`src/design/adc_dsp_defines.vh`:
```
`ifndef ADC_DSP_DEFINES_VH
`define ADC_DSP_DEFINES_VH

// register offsets
`define ADC_DSP_FIRST_ADDR 8'h6b
`define ADC_DSP_SECOND_ADDR 8'h6c

// reset values and the unmapped read value
`define ADC_DSP_FIRST_RESET 8'h01
`define ADC_DSP_SECOND_RESET 8'h40
`define ADC_DSP_UNMAPPED_READ 8'h00

// first processing register fields
`define ADC_RUNTIME_VOLUME_LOCK_BIT 7
`define ADC_ENHANCED_DYNAMICS_BIT 6
`define ADC_DECIMATION_HI 5
`define ADC_DECIMATION_LO 4
`define ADC_SUMMATION_HI 3
`define ADC_SUMMATION_LO 2
`define ADC_HIGHPASS_HI 1
`define ADC_HIGHPASS_LO 0

// second processing register fields
`define ADC_VOLUME_GANG_BIT 7
`define ADC_BIQUAD_HI 6
`define ADC_BIQUAD_LO 5
`define ADC_SOFT_STEP_OFF_BIT 4
`define ADC_RANGE_GAIN_SEL_BIT 3
`define ADC_RESERVED_BIT 2
`define ADC_COMPRESSION_BIT 1
`define ADC_ANTI_CLIP_BIT 0

// field codes
`define ADC_DECI_LINEAR 2'h0
`define ADC_DECI_LOW_LAT 2'h1
`define ADC_DECI_ULTRA_LOW 2'h2
`define ADC_SUM_OFF 2'h0
`define ADC_SUM_AVERAGE 2'h1
`define ADC_HPF_IIR 2'h0
`define ADC_HPF_CUT_00025 2'h1
`define ADC_HPF_CUT_002 2'h2
`define ADC_HPF_CUT_008 2'h3

// volume code map, gain in half-dB steps
`define ADC_VOL_MUTE 8'h00
`define ADC_VOL_ZERO_DB 8'hc9
`define ADC_VOL_RESET 8'hc9

`endif

```
`src/design/adc_dsp_config_bank.v`:
```
`include "adc_dsp_defines.vh"

module adc_dsp_config_bank (
	input wire ref_clk,
	input wire arst_n,
	input wire regWrEn,
	input wire regRdEn,
	input wire [7:0] regAddr,
	input wire [7:0] regWrData,
	output reg [7:0] regRdData,
	input wire adcPowered,
	input wire [7:0] firstChannelVolumeCode,
	input wire [7:0] secondChannelVolumeCode,
	input wire [1:0] channelActive,
	input wire [1:0] channelRangeEnhEnable,
	input wire channelGainAboveZero,
	output reg runtimeVolumeLock,
	output reg enhancedDynamicsSel,
	output reg [1:0] decimationResponse,
	output reg [2:0] decimationOneHot,
	output reg channelSummationAvg,
	output reg [1:0] highpassSelect,
	output reg highpassUseIir,
	output reg volumeGang,
	output reg [1:0] biquadCount,
	output reg [2:0] biquadEnable,
	output reg softStepEnable,
	output reg rangeEnhancerActive,
	output reg autoGainControlActive,
	output reg rangeCompressionActive,
	output reg antiClipEngaged,
	output reg [1:0] channelMute,
	output reg [7:0] firstChannelAppliedCode,
	output reg [7:0] secondChannelAppliedCode,
	output reg signed [8:0] firstChannelGainHalfDb,
	output reg signed [8:0] secondChannelGainHalfDb
);

	reg [7:0] dspConfigFirst;
	reg [7:0] dspConfigSecond;
	reg [7:0] next_regRdData;
	reg [7:0] ch2Target;
	reg volumeHold;
	reg next_rangeEnh;
	reg next_autoGain;
	reg next_compress;
	wire [7:0] volCode1;
	wire [7:0] volCode2;
	wire volMute1;
	wire volMute2;
	wire signed [8:0] volGain1;
	wire signed [8:0] volGain2;

	// the whole stored register for either mapped address, the unmapped read value elsewhere
	function [7:0] readMux;
		input [7:0] addr;
		input [7:0] first;
		input [7:0] second;
		begin
			case (addr)
				`ADC_DSP_FIRST_ADDR: readMux = first;
				`ADC_DSP_SECOND_ADDR: readMux = second;
				default: readMux = `ADC_DSP_UNMAPPED_READ;
			endcase
		end
	endfunction

	// thermometer of enabled biquad stages
	function [2:0] stageMask;
		input [1:0] count;
		begin
			case (count)
				2'h0: stageMask = 3'h0;
				2'h1: stageMask = 3'h1;
				2'h2: stageMask = 3'h3;
				default: stageMask = 3'h7;
			endcase
		end
	endfunction

	// register writes take effect at the next edge with no commit step
	always @(posedge ref_clk or negedge arst_n) begin
		if (!arst_n) begin
			dspConfigFirst <= `ADC_DSP_FIRST_RESET;
			dspConfigSecond <= `ADC_DSP_SECOND_RESET;
		end else if (regWrEn) begin
			if (regAddr == `ADC_DSP_FIRST_ADDR)
				dspConfigFirst <= regWrData;
			if (regAddr == `ADC_DSP_SECOND_ADDR)
				dspConfigSecond <= regWrData;
		end
	end

	always @* begin
		next_regRdData = regRdEn ? readMux(regAddr, dspConfigFirst, dspConfigSecond) :
			regRdData;
	end

	always @(posedge ref_clk or negedge arst_n) begin
		if (!arst_n)
			regRdData <= 8'h00;
		else
			regRdData <= next_regRdData;
	end

	// dynamics mode: compression excludes the other two; enhancer/AUTO_GAIN_CONTROL need a channel enable
	always @* begin
		next_compress = dspConfigSecond[`ADC_COMPRESSION_BIT];
		next_rangeEnh = 1'b0;
		next_autoGain = 1'b0;
		if (!next_compress && (|channelRangeEnhEnable)) begin
			if (dspConfigSecond[`ADC_RANGE_GAIN_SEL_BIT])
				next_autoGain = 1'b1;
			else
				next_rangeEnh = 1'b1;
		end
	end

	// gang copies channel one's code even when channel one itself is off
	always @* begin
		ch2Target = dspConfigSecond[`ADC_VOLUME_GANG_BIT] ?
			firstChannelVolumeCode : secondChannelVolumeCode;
		volumeHold = dspConfigFirst[`ADC_RUNTIME_VOLUME_LOCK_BIT] & adcPowered;
	end

	adc_vol_resolve u_vol1 (
		.ref_clk(ref_clk),
		.arst_n(arst_n),
		.targetCode(firstChannelVolumeCode),
		.lockHold(volumeHold),
		.softStep(~dspConfigSecond[`ADC_SOFT_STEP_OFF_BIT]),
		.appliedCode(volCode1),
		.muted(volMute1),
		.gainHalfDb(volGain1)
	);

	adc_vol_resolve u_vol2 (
		.ref_clk(ref_clk),
		.arst_n(arst_n),
		.targetCode(ch2Target),
		.lockHold(volumeHold),
		.softStep(~dspConfigSecond[`ADC_SOFT_STEP_OFF_BIT]),
		.appliedCode(volCode2),
		.muted(volMute2),
		.gainHalfDb(volGain2)
	);

	// every datapath control is re-registered so outputs come straight from flops
	always @(posedge ref_clk or negedge arst_n) begin
		if (!arst_n) begin
			runtimeVolumeLock <= 1'b0;
			enhancedDynamicsSel <= 1'b0;
			decimationResponse <= `ADC_DECI_LINEAR;
			decimationOneHot <= 3'h1;
			channelSummationAvg <= 1'b0;
			highpassSelect <= `ADC_HPF_CUT_00025;
			highpassUseIir <= 1'b0;
			volumeGang <= 1'b0;
			biquadCount <= 2'h2;
			biquadEnable <= 3'h3;
			softStepEnable <= 1'b1;
			rangeEnhancerActive <= 1'b0;
			autoGainControlActive <= 1'b0;
			rangeCompressionActive <= 1'b0;
			antiClipEngaged <= 1'b0;
			channelMute <= 2'h0;
			firstChannelAppliedCode <= `ADC_VOL_RESET;
			secondChannelAppliedCode <= `ADC_VOL_RESET;
			firstChannelGainHalfDb <= 9'sh000;
			secondChannelGainHalfDb <= 9'sh000;
		end else begin
			runtimeVolumeLock <= dspConfigFirst[`ADC_RUNTIME_VOLUME_LOCK_BIT];
			enhancedDynamicsSel <= dspConfigFirst[`ADC_ENHANCED_DYNAMICS_BIT];
			decimationResponse <=
				dspConfigFirst[`ADC_DECIMATION_HI:`ADC_DECIMATION_LO];
			// reserved code 3 selects no filter variant; host keeps it out
			case (dspConfigFirst[`ADC_DECIMATION_HI:`ADC_DECIMATION_LO])
				`ADC_DECI_LINEAR: decimationOneHot <= 3'h1;
				`ADC_DECI_LOW_LAT: decimationOneHot <= 3'h2;
				`ADC_DECI_ULTRA_LOW: decimationOneHot <= 3'h4;
				default: decimationOneHot <= 3'h0;
			endcase
			// reserved summation codes are treated as summation off
			channelSummationAvg <= (dspConfigFirst[`ADC_SUMMATION_HI:`ADC_SUMMATION_LO]
				== `ADC_SUM_AVERAGE);
			highpassSelect <= dspConfigFirst[`ADC_HIGHPASS_HI:`ADC_HIGHPASS_LO];
			highpassUseIir <= (dspConfigFirst[`ADC_HIGHPASS_HI:`ADC_HIGHPASS_LO]
				== `ADC_HPF_IIR);
			volumeGang <= dspConfigSecond[`ADC_VOLUME_GANG_BIT];
			biquadCount <= dspConfigSecond[`ADC_BIQUAD_HI:`ADC_BIQUAD_LO];
			biquadEnable <= stageMask(dspConfigSecond[`ADC_BIQUAD_HI:`ADC_BIQUAD_LO]);
			softStepEnable <= ~dspConfigSecond[`ADC_SOFT_STEP_OFF_BIT];
			rangeEnhancerActive <= next_rangeEnh;
			autoGainControlActive <= next_autoGain;
			rangeCompressionActive <= next_compress;
			antiClipEngaged <= dspConfigSecond[`ADC_ANTI_CLIP_BIT] & channelGainAboveZero &
				(next_rangeEnh | next_autoGain | next_compress);
			// inactive channels read as muted toward the datapath
			channelMute <= {volMute2 | ~channelActive[1], volMute1 | ~channelActive[0]};
			firstChannelAppliedCode <= volCode1;
			secondChannelAppliedCode <= volCode2;
			firstChannelGainHalfDb <= volGain1;
			secondChannelGainHalfDb <= volGain2;
		end
	end

endmodule // adc_dsp_config_bank

```
`src/design/adc_vol_resolve.v`:
```
`include "adc_dsp_defines.vh"

// one channel's applied volume: lock hold, optional soft stepping, code to gain
module adc_vol_resolve (
	input wire ref_clk,
	input wire arst_n,
	input wire [7:0] targetCode,
	input wire lockHold,
	input wire softStep,
	output reg [7:0] appliedCode,
	output reg muted,
	output reg signed [8:0] gainHalfDb
);

	reg [7:0] next_appliedCode;

	always @* begin
		next_appliedCode = appliedCode;
		if (!lockHold) begin
			if (!softStep)
				next_appliedCode = targetCode;
			else if (appliedCode < targetCode)
				next_appliedCode = appliedCode + 8'h01;
			else if (appliedCode > targetCode)
				next_appliedCode = appliedCode - 8'h01;
		end
	end

	// mute and gain decode the code being loaded, so all three change on one edge
	always @(posedge ref_clk or negedge arst_n) begin
		if (!arst_n) begin
			appliedCode <= `ADC_VOL_RESET;
			muted <= 1'b0;
			gainHalfDb <= 9'sh000;
		end else begin
			appliedCode <= next_appliedCode;
			muted <= (next_appliedCode == `ADC_VOL_MUTE);
			gainHalfDb <= $signed({1'b0, next_appliedCode}) -
				$signed({1'b0, `ADC_VOL_ZERO_DB});
		end
	end

endmodule // adc_vol_resolve

```
`config.mk`:
```
export PLATFORM = sky130hd
export DESIGN_NAME = adc_dsp_config_bank
export DESIGN_NICKNAME = d
export VERILOG_FILES = /design/src/design/adc_dsp_config_bank.v /design/src/design/adc_vol_resolve.v
export VERILOG_INCLUDE_DIRS = /design/src /design/src/design
export SDC_FILE = /design/constraint.sdc
export NUM_CORES = 1
export LEC_CHECK = 0
export BUFFER_PORTS_ARGS = -buffer_cell sky130_fd_sc_hd__buf_2
export CAP_MARGIN = 10
export CORE_AREA = 2 2 112 114
export CTS_BUF_LIST = sky130_fd_sc_hd__clkbuf_16
export DETAILED_ROUTE_END_ITERATION = 8
export DIE_AREA = 0 0 114 116
export PLACE_DENSITY = 0.67
export SLEW_MARGIN = 20
export SYNTH_ARGS = -nofsm -noshare
export SYNTH_HDL_FRONTEND = slang
export SYNTH_SLANG_ARGS = --single-unit
```
`constraint.sdc`:
```
create_clock -name ref_clk -period 8.35 [get_ports ref_clk]
set_input_delay 1.2525 -clock ref_clk [delete_from_list [all_inputs] [get_ports ref_clk]]
set_output_delay 1.2525 -clock ref_clk [all_outputs]
set_load 0.01 [all_outputs]
```
* Word level (Yosys, flattened, before mapping)
Index checks and enable logic that the tools add are counted. W data, S select, Z words.
Cells by class: reductions and logical operators 10, $lt $le $gt $ge 4, equal/unequal tests 7, shift-type cells 0, multiply operators 0, $add $sub $neg 6, divide/modulo/power cells 0, bitwise logic cells 10, muxes and demuxes 16
Operators by type and width (count):
- $mux W8 | 9
- $pmux W3 S3 | 2
- $sub A8 B8 Y9 const B | 2
- $add A8 B1 Y8 const B | 2
- $eq A8 B7 Y1 const B | 2
- $gt A8 B8 Y1 | 2
- $logic_not A8 Y1 | 2
- $lt A8 B8 Y1 | 2
- $pmux W8 S2 | 1
- $sub A8 B1 Y8 const B | 2
- $eq A2 B1 Y1 const B | 3
- $logic_not A2 Y1 | 3
- $eq A2 B2 Y1 const B | 2
- $mux W1 | 4
- $or A1 B1 Y1 | 4
- $reduce_and A2 Y1 | 2
- $and A1 B1 Y1 | 3
- $not A1 Y1 | 3
- $reduce_or A2 Y1 | 1
- $logic_and A1 B1 Y1 | 1
- $logic_not A1 Y1 | 1
Storage, ports and cells: memories kept 0, logic and storage cells 82, RAM bits 0, bits in registers 118, ROM bits 0, output and inout port bits 66, bits in latches 0, input bits 42

* Depth between registers and ports, before layout
Gate-level depths: netlist of run 1.
depth in word-level cells 7, depth in mapped cells 17, gate-level depth less buffers 15

* Modules after synthesis
Synthesis of run 1 repeated with hierarchy kept, for this count alone.
Second synthesis, totals: cell total of the unflattened synthesis 458, area, all modules 5506.5 um2
Modules (own cells, without submodules):
- adc_vol_resolve | instances 2, seq. area each 455.4 um2, cells an instance 150, area an instance 1408.9 um2
- adc_dsp_config_bank | instances 1, seq. area each 2072.0 um2, cells an instance 158, area an instance 2688.8 um2

* Worst setup path before layout of run 1
Ideal clock, no wire load.
kind in2reg, from in firstChannelVolumeCode[1], to reg u_vol1.gainHalfDb[8], required time 8.218 ns, arrival time 3.471 ns, path slack 4.747 ns, stages 13, path buffers 0, library setup time 0.132 ns, cell sequence inv_1 -> ha_1 -> nor2b_4 -> o211ai_4 -> a21oi_4 -> nor2_1 -> a211o_1 -> a31oi_1 -> inv_1 -> ha_1 -> o21ai_0 -> a21oi_2 -> or3b_1
On the way: longest elaborated chain between the ends 6, elaborated cells between the ends (all ways) 7, those cells by class add/sub (1); order compare (2); mux (4)
Ends and longest elaborated chain:
- start: declaration | line adc_dsp_config_bank.v:12 | input wire [7:0] firstChannelVolumeCode,
- $gt A8 B8 Y1 | line adc_vol_resolve.v:24 | else if (appliedCode > targetCode)
- $mux W8 | line adc_vol_resolve.v:24
- $mux W8 | line adc_vol_resolve.v:22 | else if (appliedCode < targetCode)
- $mux W8 * | line adc_vol_resolve.v:20 | if (!softStep)
- $mux W8 * | line adc_vol_resolve.v:19 | if (!lockHold) begin
- named net u_vol1.next_appliedCode[1] | line adc_vol_resolve.v:15 | reg [7:0] next_appliedCode;
- $sub A8 B8 Y9 * | line adc_vol_resolve.v:38 | gainHalfDb <= $signed({1'b0, next_appliedCode}) -
- end signal: assignment | line adc_vol_resolve.v:38
- end: declaration | line adc_vol_resolve.v:12 | output reg signed [8:0] gainHalfDb
The timed path passes the listed nets; every way through them passes the cells marked *. A chain may end at the register's enable or synchronous reset.

* Worst setup path in the final report of run 1
from in firstChannelVolumeCode[6], to reg u_vol2.gainHalfDb[8]
On the way: longest elaborated chain between the ends 7, elaborated cells between the ends (all ways) 8, those cells by class add/sub (1); order compare (2); mux (5)
Ends and longest elaborated chain:
- $mux W8 * | line adc_dsp_config_bank.v:121 | ch2Target = dspConfigSecond[`ADC_VOLUME_GANG_BIT] ?
- $gt A8 B8 Y1 | line adc_vol_resolve.v:24
- $mux W8 | line adc_vol_resolve.v:24
- $mux W8 * | line adc_vol_resolve.v:22
- $mux W8 * | line adc_vol_resolve.v:20
- $mux W8 * | line adc_vol_resolve.v:19
- named net u_vol2.next_appliedCode[1] | line adc_vol_resolve.v:15
- $sub A8 B8 Y9 * | line adc_vol_resolve.v:38
- end signal: assignment | line adc_vol_resolve.v:38
- end: declaration | line adc_vol_resolve.v:12
Marked as above.

==> qor.txt, run 1 <==
Wire per inst -> 16.3 um
DP HPWL -> 8.44 mm
DRT iter0 DRCs -> 349
Max clock buf depth -> 2
Mapped cell area -> 0.00527 mm2
CP Data Arrival Time -> 4280 ps
Period utilization -> 48.1%
GPL Wtd Cong -> 0.868
Core footprint -> 0.0119 mm2
Total GRT Usage -> 18.2%
Sequential share of power -> 38.1%
Status -> complete, no violations
Share of cells above drive strength 1 -> 35.3%
Critical Path Slowest Stage Cell -> a21oi_1
DR vias -> 3858
Grt ovf -> 0
Worst-Margin Slew -> 939 ps
Crit path kind -> primary input to flip-flop
Top FF cell, synth -> dfrtp_1
Worst Min Path Start -> u_vol1.gainHalfDb[1]
Via density -> 5.36
Slew Limit Fails -> 0
Area delta synth->final -> 23.8%
Final Skew -> 7.99 ps
Clock share of power -> 28.9%
Setup violations, final -> 0
Clk slew on worst S/H paths -> 60 ps
Reg2reg start -> dspConfigSecond[7]
FP Rows -> 40
VDD IR-drop max -> 0.131 mV
Critical path endpoint category -> flip-flop
R2R setup slack -> 4440 ps
Vias in the first global route -> 3790
CP Launch Type -> primary input
Pleak -> 3.08 nW
Slew headroom -> 37.4%
Synthesized instance count -> 446
DRT Wirelength -> 11.7 mm
Commonest non-fill, non-tap cell in the layout -> buf_2
TritonCTS clock tree -> built
CP startpoint -> firstChannelVolumeCode[6]
RSZ-0062 raised after global routing -> no
Cell variety after synth -> 69
Initial antenna violation count -> 0
Hold Violations, Final -> 0
#FFs+latches synth -> 118
Worst-Skew Late Latency -> 400 ps
Ports -> 108
Minimum clock period -> 4010 ps
Int Pwr -> 1.57 mW
Chip height -> 116 um
Post-Syn Nets -> 511
Fill count -> 1024
H-tree depth -> 4
Final Total Pwr -> 2.43 mW
Die extent in x -> 114 um
Num CTS Buffers -> 17
Final #Nets -> 625
Hold WC Path Type -> flip-flop to flip-flop
Mean post-synth cell area -> 11.8 um2
Antenna diodes -> 0
CP top delay family -> compound AO/OA/AOI/OAI gates
Asr flop ratio synth -> 100%
CP bufs+invs -> 3
EDFF count, synth -> 0
Antenna Violating Nets Remaining -> 0
CTS Hold Bufs -> 0
Port Buf Inserts -> 107
Cell Pwr Density -> 372 mW/mm2
Pin count of the biggest net entering global routing -> 80
Post-synthesis sequential area ratio -> 56.7%
Final TNS setup -> 0 ps
Switching Fraction -> 35.4%
Num Clock Sinks -> 118
Max-cap violations -> 0
Logic pwr share -> 33.0%
Drt pass-1 iters -> 5
Critical-path maximum fanout -> 11
Starting Density -> 44.2%
Critical Path Max Stage Delay -> 600 ps
Post-CTS setup buffers -> 0
Global-route wire length before repair -> 18.7 mm
Die area -> 0.0132 mm2
Most frequent cells in the layout -> buf_2, dfrtp_1, nor2_1
Root Driver -> clkbuf_16
YS warnings -> 0
Worst path required time -> 8620 ps
F_max -> 249 MHz
Sw Pwr -> 0.859 mW
# resized after CTS -> 0
Crit path cell chain -> buf_2 -> mux2i_1 -> ha_1 -> nand4_1 -> a21oi_1 -> nor2_1 -> a211o_1 -> a31oi_1 -> inv_1 -> ha_1 -> inv_1 -> o21a_1 -> nor2b_1 -> nand3b_1
DRC -> 0
[power by group through the flow]
stage                     clock network (mW)  logic [mW]  registers, mW
after floorplan                            0       0.528          0.938
after global routing                   0.742       0.886          0.950
after CTS                              0.717       0.805          0.926
final                                  0.701       0.800          0.925
after global placement                     0       0.775          0.928
after detailed placement                   0       0.798          0.933
[kinds of logic after synthesis]
family / after synthesis / synth area share (%)
adder cells (fa/ha/maj): 23 / 5.47
XOR/XNOR: 10 / 1.66
multiplexers: 33 / 6.89
flip-flops: 118 / 56.7
AO/OA/AOI/OAI: 95 / 13.1
buffers and inverters: 38 / 2.83
AND/OR/NAND/NOR: 129 / 13.4
[registers in the layout (all words and copies together) (netlist names), 2 cells and up]
name,flops
firstChannelGainHalfDb,9
biquadCount,2
highpassSelect,2
decimationOneHot,3
channelMute,2
u_vol2.gainHalfDb,9
dspConfigFirst,8
decimationResponse,2
u_vol2.appliedCode,8
u_vol1.gainHalfDb,9
dspConfigSecond,8
secondChannelAppliedCode,8
u_vol1.appliedCode,8
secondChannelGainHalfDb,9
biquadEnable,3
regRdData,8
firstChannelAppliedCode,8
[worst paths after layout]
kind / to / depth (start not counted)
setup / recovery: u_vol2.gainHalfDb[8] / 14
hold / removal: firstChannelGainHalfDb[1] / 0
setup reg to reg: u_vol2.gainHalfDb[8] / 13
hold reg to reg: firstChannelGainHalfDb[1] / 0
max in group asynchronous: secondChannelGainHalfDb[5] / 2
min in group asynchronous: decimationResponse[0] / 1
[stage by stage]
stage	instances	hold slack (ps)	setup slack (ps)	instance area, um2	utilization, %
5_1_grt	720	360	4060	6520	54.7
4_1_cts	720	348	4360	6520	54.7
3_3_place_gp	688	333	4070	5940	49.9
6_report	720	348	4340	6520	54.7
3_5_place_dp	688	335	3950	5940	49.9
2_1_floorplan	446	331	4750	5270	-
[synthesized netlist by cell type (all sizes together), types with 5 or more instances]
master  number  share of area (%)
a21oi       30                3.2
a22oi       10                1.4
a31oi        6               0.71
buf          6               0.55
clkbuf       7               0.50
dfrtp       94                 45
dfstp       24                 12
ha          23                5.5
inv         25                1.8
mux2        20                4.4
mux2i       13                2.5
nand2       23                1.6
nand2b       6               0.71
nand3       10               0.95
nand4        6               0.83
nor2        39                2.8
nor2b        7               0.97
nor3        11                1.1
o211ai       5                1.1
o21ai       13                1.6
o22ai        6               0.71
xnor2        6                1.0
[per-layer routing]
layer  up-vias  GRT usage (%)  part of all wire, %
met1      1870           24.5                   46
met3        21           4.55                  5.0
li1       1838              -                    -
met4         0           7.56                  1.9
met5         -              0                    0
met2       129           28.3                   47
[area by class of cell]
type	instances	area (um2)	share of cell area, %
flip-flops and latches	118	2980	45.7
multi-input cells	290	2130	32.7
repair buffers	108	546	8.37
clock buffers	17	425	6.52
well taps	147	184	2.82
clock inverters	15	155	2.38
inverters	25	93.8	1.44
No activity file was read; power rests on OpenSTA's default activity.
==> run 2, diff against run 1 <==
- clock period: 8.35 -> 3.7 ns (I/O delays scaled with it)
==> run 2 against run 1 <==
Net effect: critical path depth is 1 lower; sequential power is 130% higher; sequential share of layout area is 0.42 points lower; final cell count is 1.1% higher; design area is 0.96% higher; total power is 130% higher; die area stayed put; clock power is 120% higher; highest routed layer unchanged.
==> qor.txt, run 2 (synthesized netlist as in run 1, its figures left out) <==
Pleak -> 3.14 nW
Hold Violations, Final -> 0
Post-CTS setup buffers -> 0
Worst-Margin Slew -> 732 ps
Placed Instances -> 696
Most frequent cells in the layout -> buf_2, dfrtp_1, nor2_1
DRC -> 0
DR vias -> 3938
FP Rows -> 40
Share of cells above drive strength 1 -> 35.6%
Slew Limit Fails -> 0
Max clock buf depth -> 2
Num Clock Sinks -> 118
Final #Nets -> 633
Cell Pwr Density -> 839 mW/mm2
Via density -> 5.41
Core footprint -> 0.0119 mm2
Final Util -> 55.3%
DRT iter0 DRCs -> 246
Commonest non-fill, non-tap cell in the layout -> buf_2
Final TNS setup -> 0 ps
Critical Path Slowest Stage Cell -> dfrtp_2
GPL Wtd Cong -> 0.938
CP bufs+invs -> 2
Area delta synth->final -> 25.0%
CTS Hold Bufs -> 0
Ports -> 108
Post-Layout Cell Count -> 728
Drt pass-1 iters -> 5
Vias in the first global route -> 3903
Wire per inst -> 16.5 um
Initial antenna violation count -> 0
Critical-path maximum fanout -> 11
Die area -> 0.0132 mm2
Global-route wire length before repair -> 19.2 mm
DP Worst Slack -> 71.3 ps
Total GRT Usage -> 18.9%
Chip height -> 116 um
Clk slew on worst S/H paths -> 50 ps
Final Skew -> 6.05 ps
CP Data Arrival Time -> 3600 ps
F_max -> 300 MHz
Pin count of the biggest net entering global routing -> 86
Final setup margin -> 367 ps
Status -> complete, no violations
Max-cap violations -> 0
Port Buf Inserts -> 107
Antenna diodes -> 0
TritonCTS clock tree -> built
Starting Density -> 44.2%
Worst path required time -> 3970 ps
Num CTS Buffers -> 17
Critical Path Max Stage Delay -> 560 ps
Die extent in x -> 114 um
CP top delay family -> compound AO/OA/AOI/OAI gates
Crit path cell chain -> mux2i_1 -> ha_1 -> nand4_1 -> a21oi_1 -> nor2_1 -> a211o_1 -> a31oi_1 -> inv_1 -> ha_1 -> inv_1 -> o21a_1 -> nor2b_1 -> nand3b_1
Slew headroom -> 51.2%
Root Driver -> clkbuf_16
DP HPWL -> 8.51 mm
Minimum clock period -> 3330 ps
CP Launch Type -> flip-flop
Hold WC Path Type -> primary input to async pin
Period utilization -> 90.1%
Grt ovf -> 0
RSZ-0062 raised after global routing -> no
DRT Wirelength -> 12.0 mm
H-tree depth -> 4
Setup violations, final -> 0
Crit path kind -> flip-flop to flip-flop
Antenna Violating Nets Remaining -> 0
Critical path endpoint category -> flip-flop
VDD IR-drop max -> 0.340 mV
Worst-Skew Late Latency -> 400 ps
-- run 2: cell type report --
cell class | count | area [um2]
Multi-Input combinational cell | 290 | 2140
Inverter | 25 | 93.8
Tap cell | 147 | 184
Fill cell | 1059 | 5330
Sequential cell | 118 | 2980
Timing Repair Buffer | 116 | 609
Clock buffer | 17 | 425
Clock inverter | 15 | 149
-- run 2: final timing paths --
kind	startpoint	slack, ps	end	cells after the start
min in group ref_clk	channelActive[0]	320	channelMute[0]	2
max	dspConfigSecond[7]	370	u_vol2.gainHalfDb[8]	13
min	arst_n	200	u_vol1.appliedCode[4]	1
max reg2reg	dspConfigSecond[7]	370	u_vol2.gainHalfDb[8]	13
min reg2reg	u_vol1.gainHalfDb[5]	340	firstChannelGainHalfDb[5]	0
max in group asynchronous	arst_n	2720	dspConfigFirst[0]	2
-- run 2: where the power goes --
part           switching (mW)  internal [mW]  total [mW]
Sequential              0.311           1.78        2.09
Combinational            1.06          0.800        1.86
Clock                   0.536           1.04        1.57
Total                    1.91           3.62        5.52
-- run 2: timing repair --
action                                  CTS  global route
hold endpoints to repair                  0             0
gates resized for setup                   0             2
endpoints found under the setup margin    0             5
-- run 2: per-stage QoR --
stage | total power, mW | cell area, um2 | hold slack, ps
2_1_floorplan | 3.31 | 5270 | 259
3_3_place_gp | 3.89 | 6000 | 334
3_5_place_dp | 3.96 | 6000 | 335
4_1_cts | 5.57 | 6570 | 303
5_1_grt | 5.90 | 6580 | 256
6_report | 5.52 | 6580 | 196
-- run 2: routing by layer --
| layer | vias to the layer above | global-route usage, % | part of all wire [%] |
|---|---|---|---|
| met5 | - | 0 | 0 |
| met2 | 150 | 29.6 | 47 |
| li1 | 1848 | - | - |
| met4 | 0 | 7.80 | 2.0 |
| met1 | 1917 | 25.1 | 45 |
| met3 | 23 | 4.86 | 5.9 |
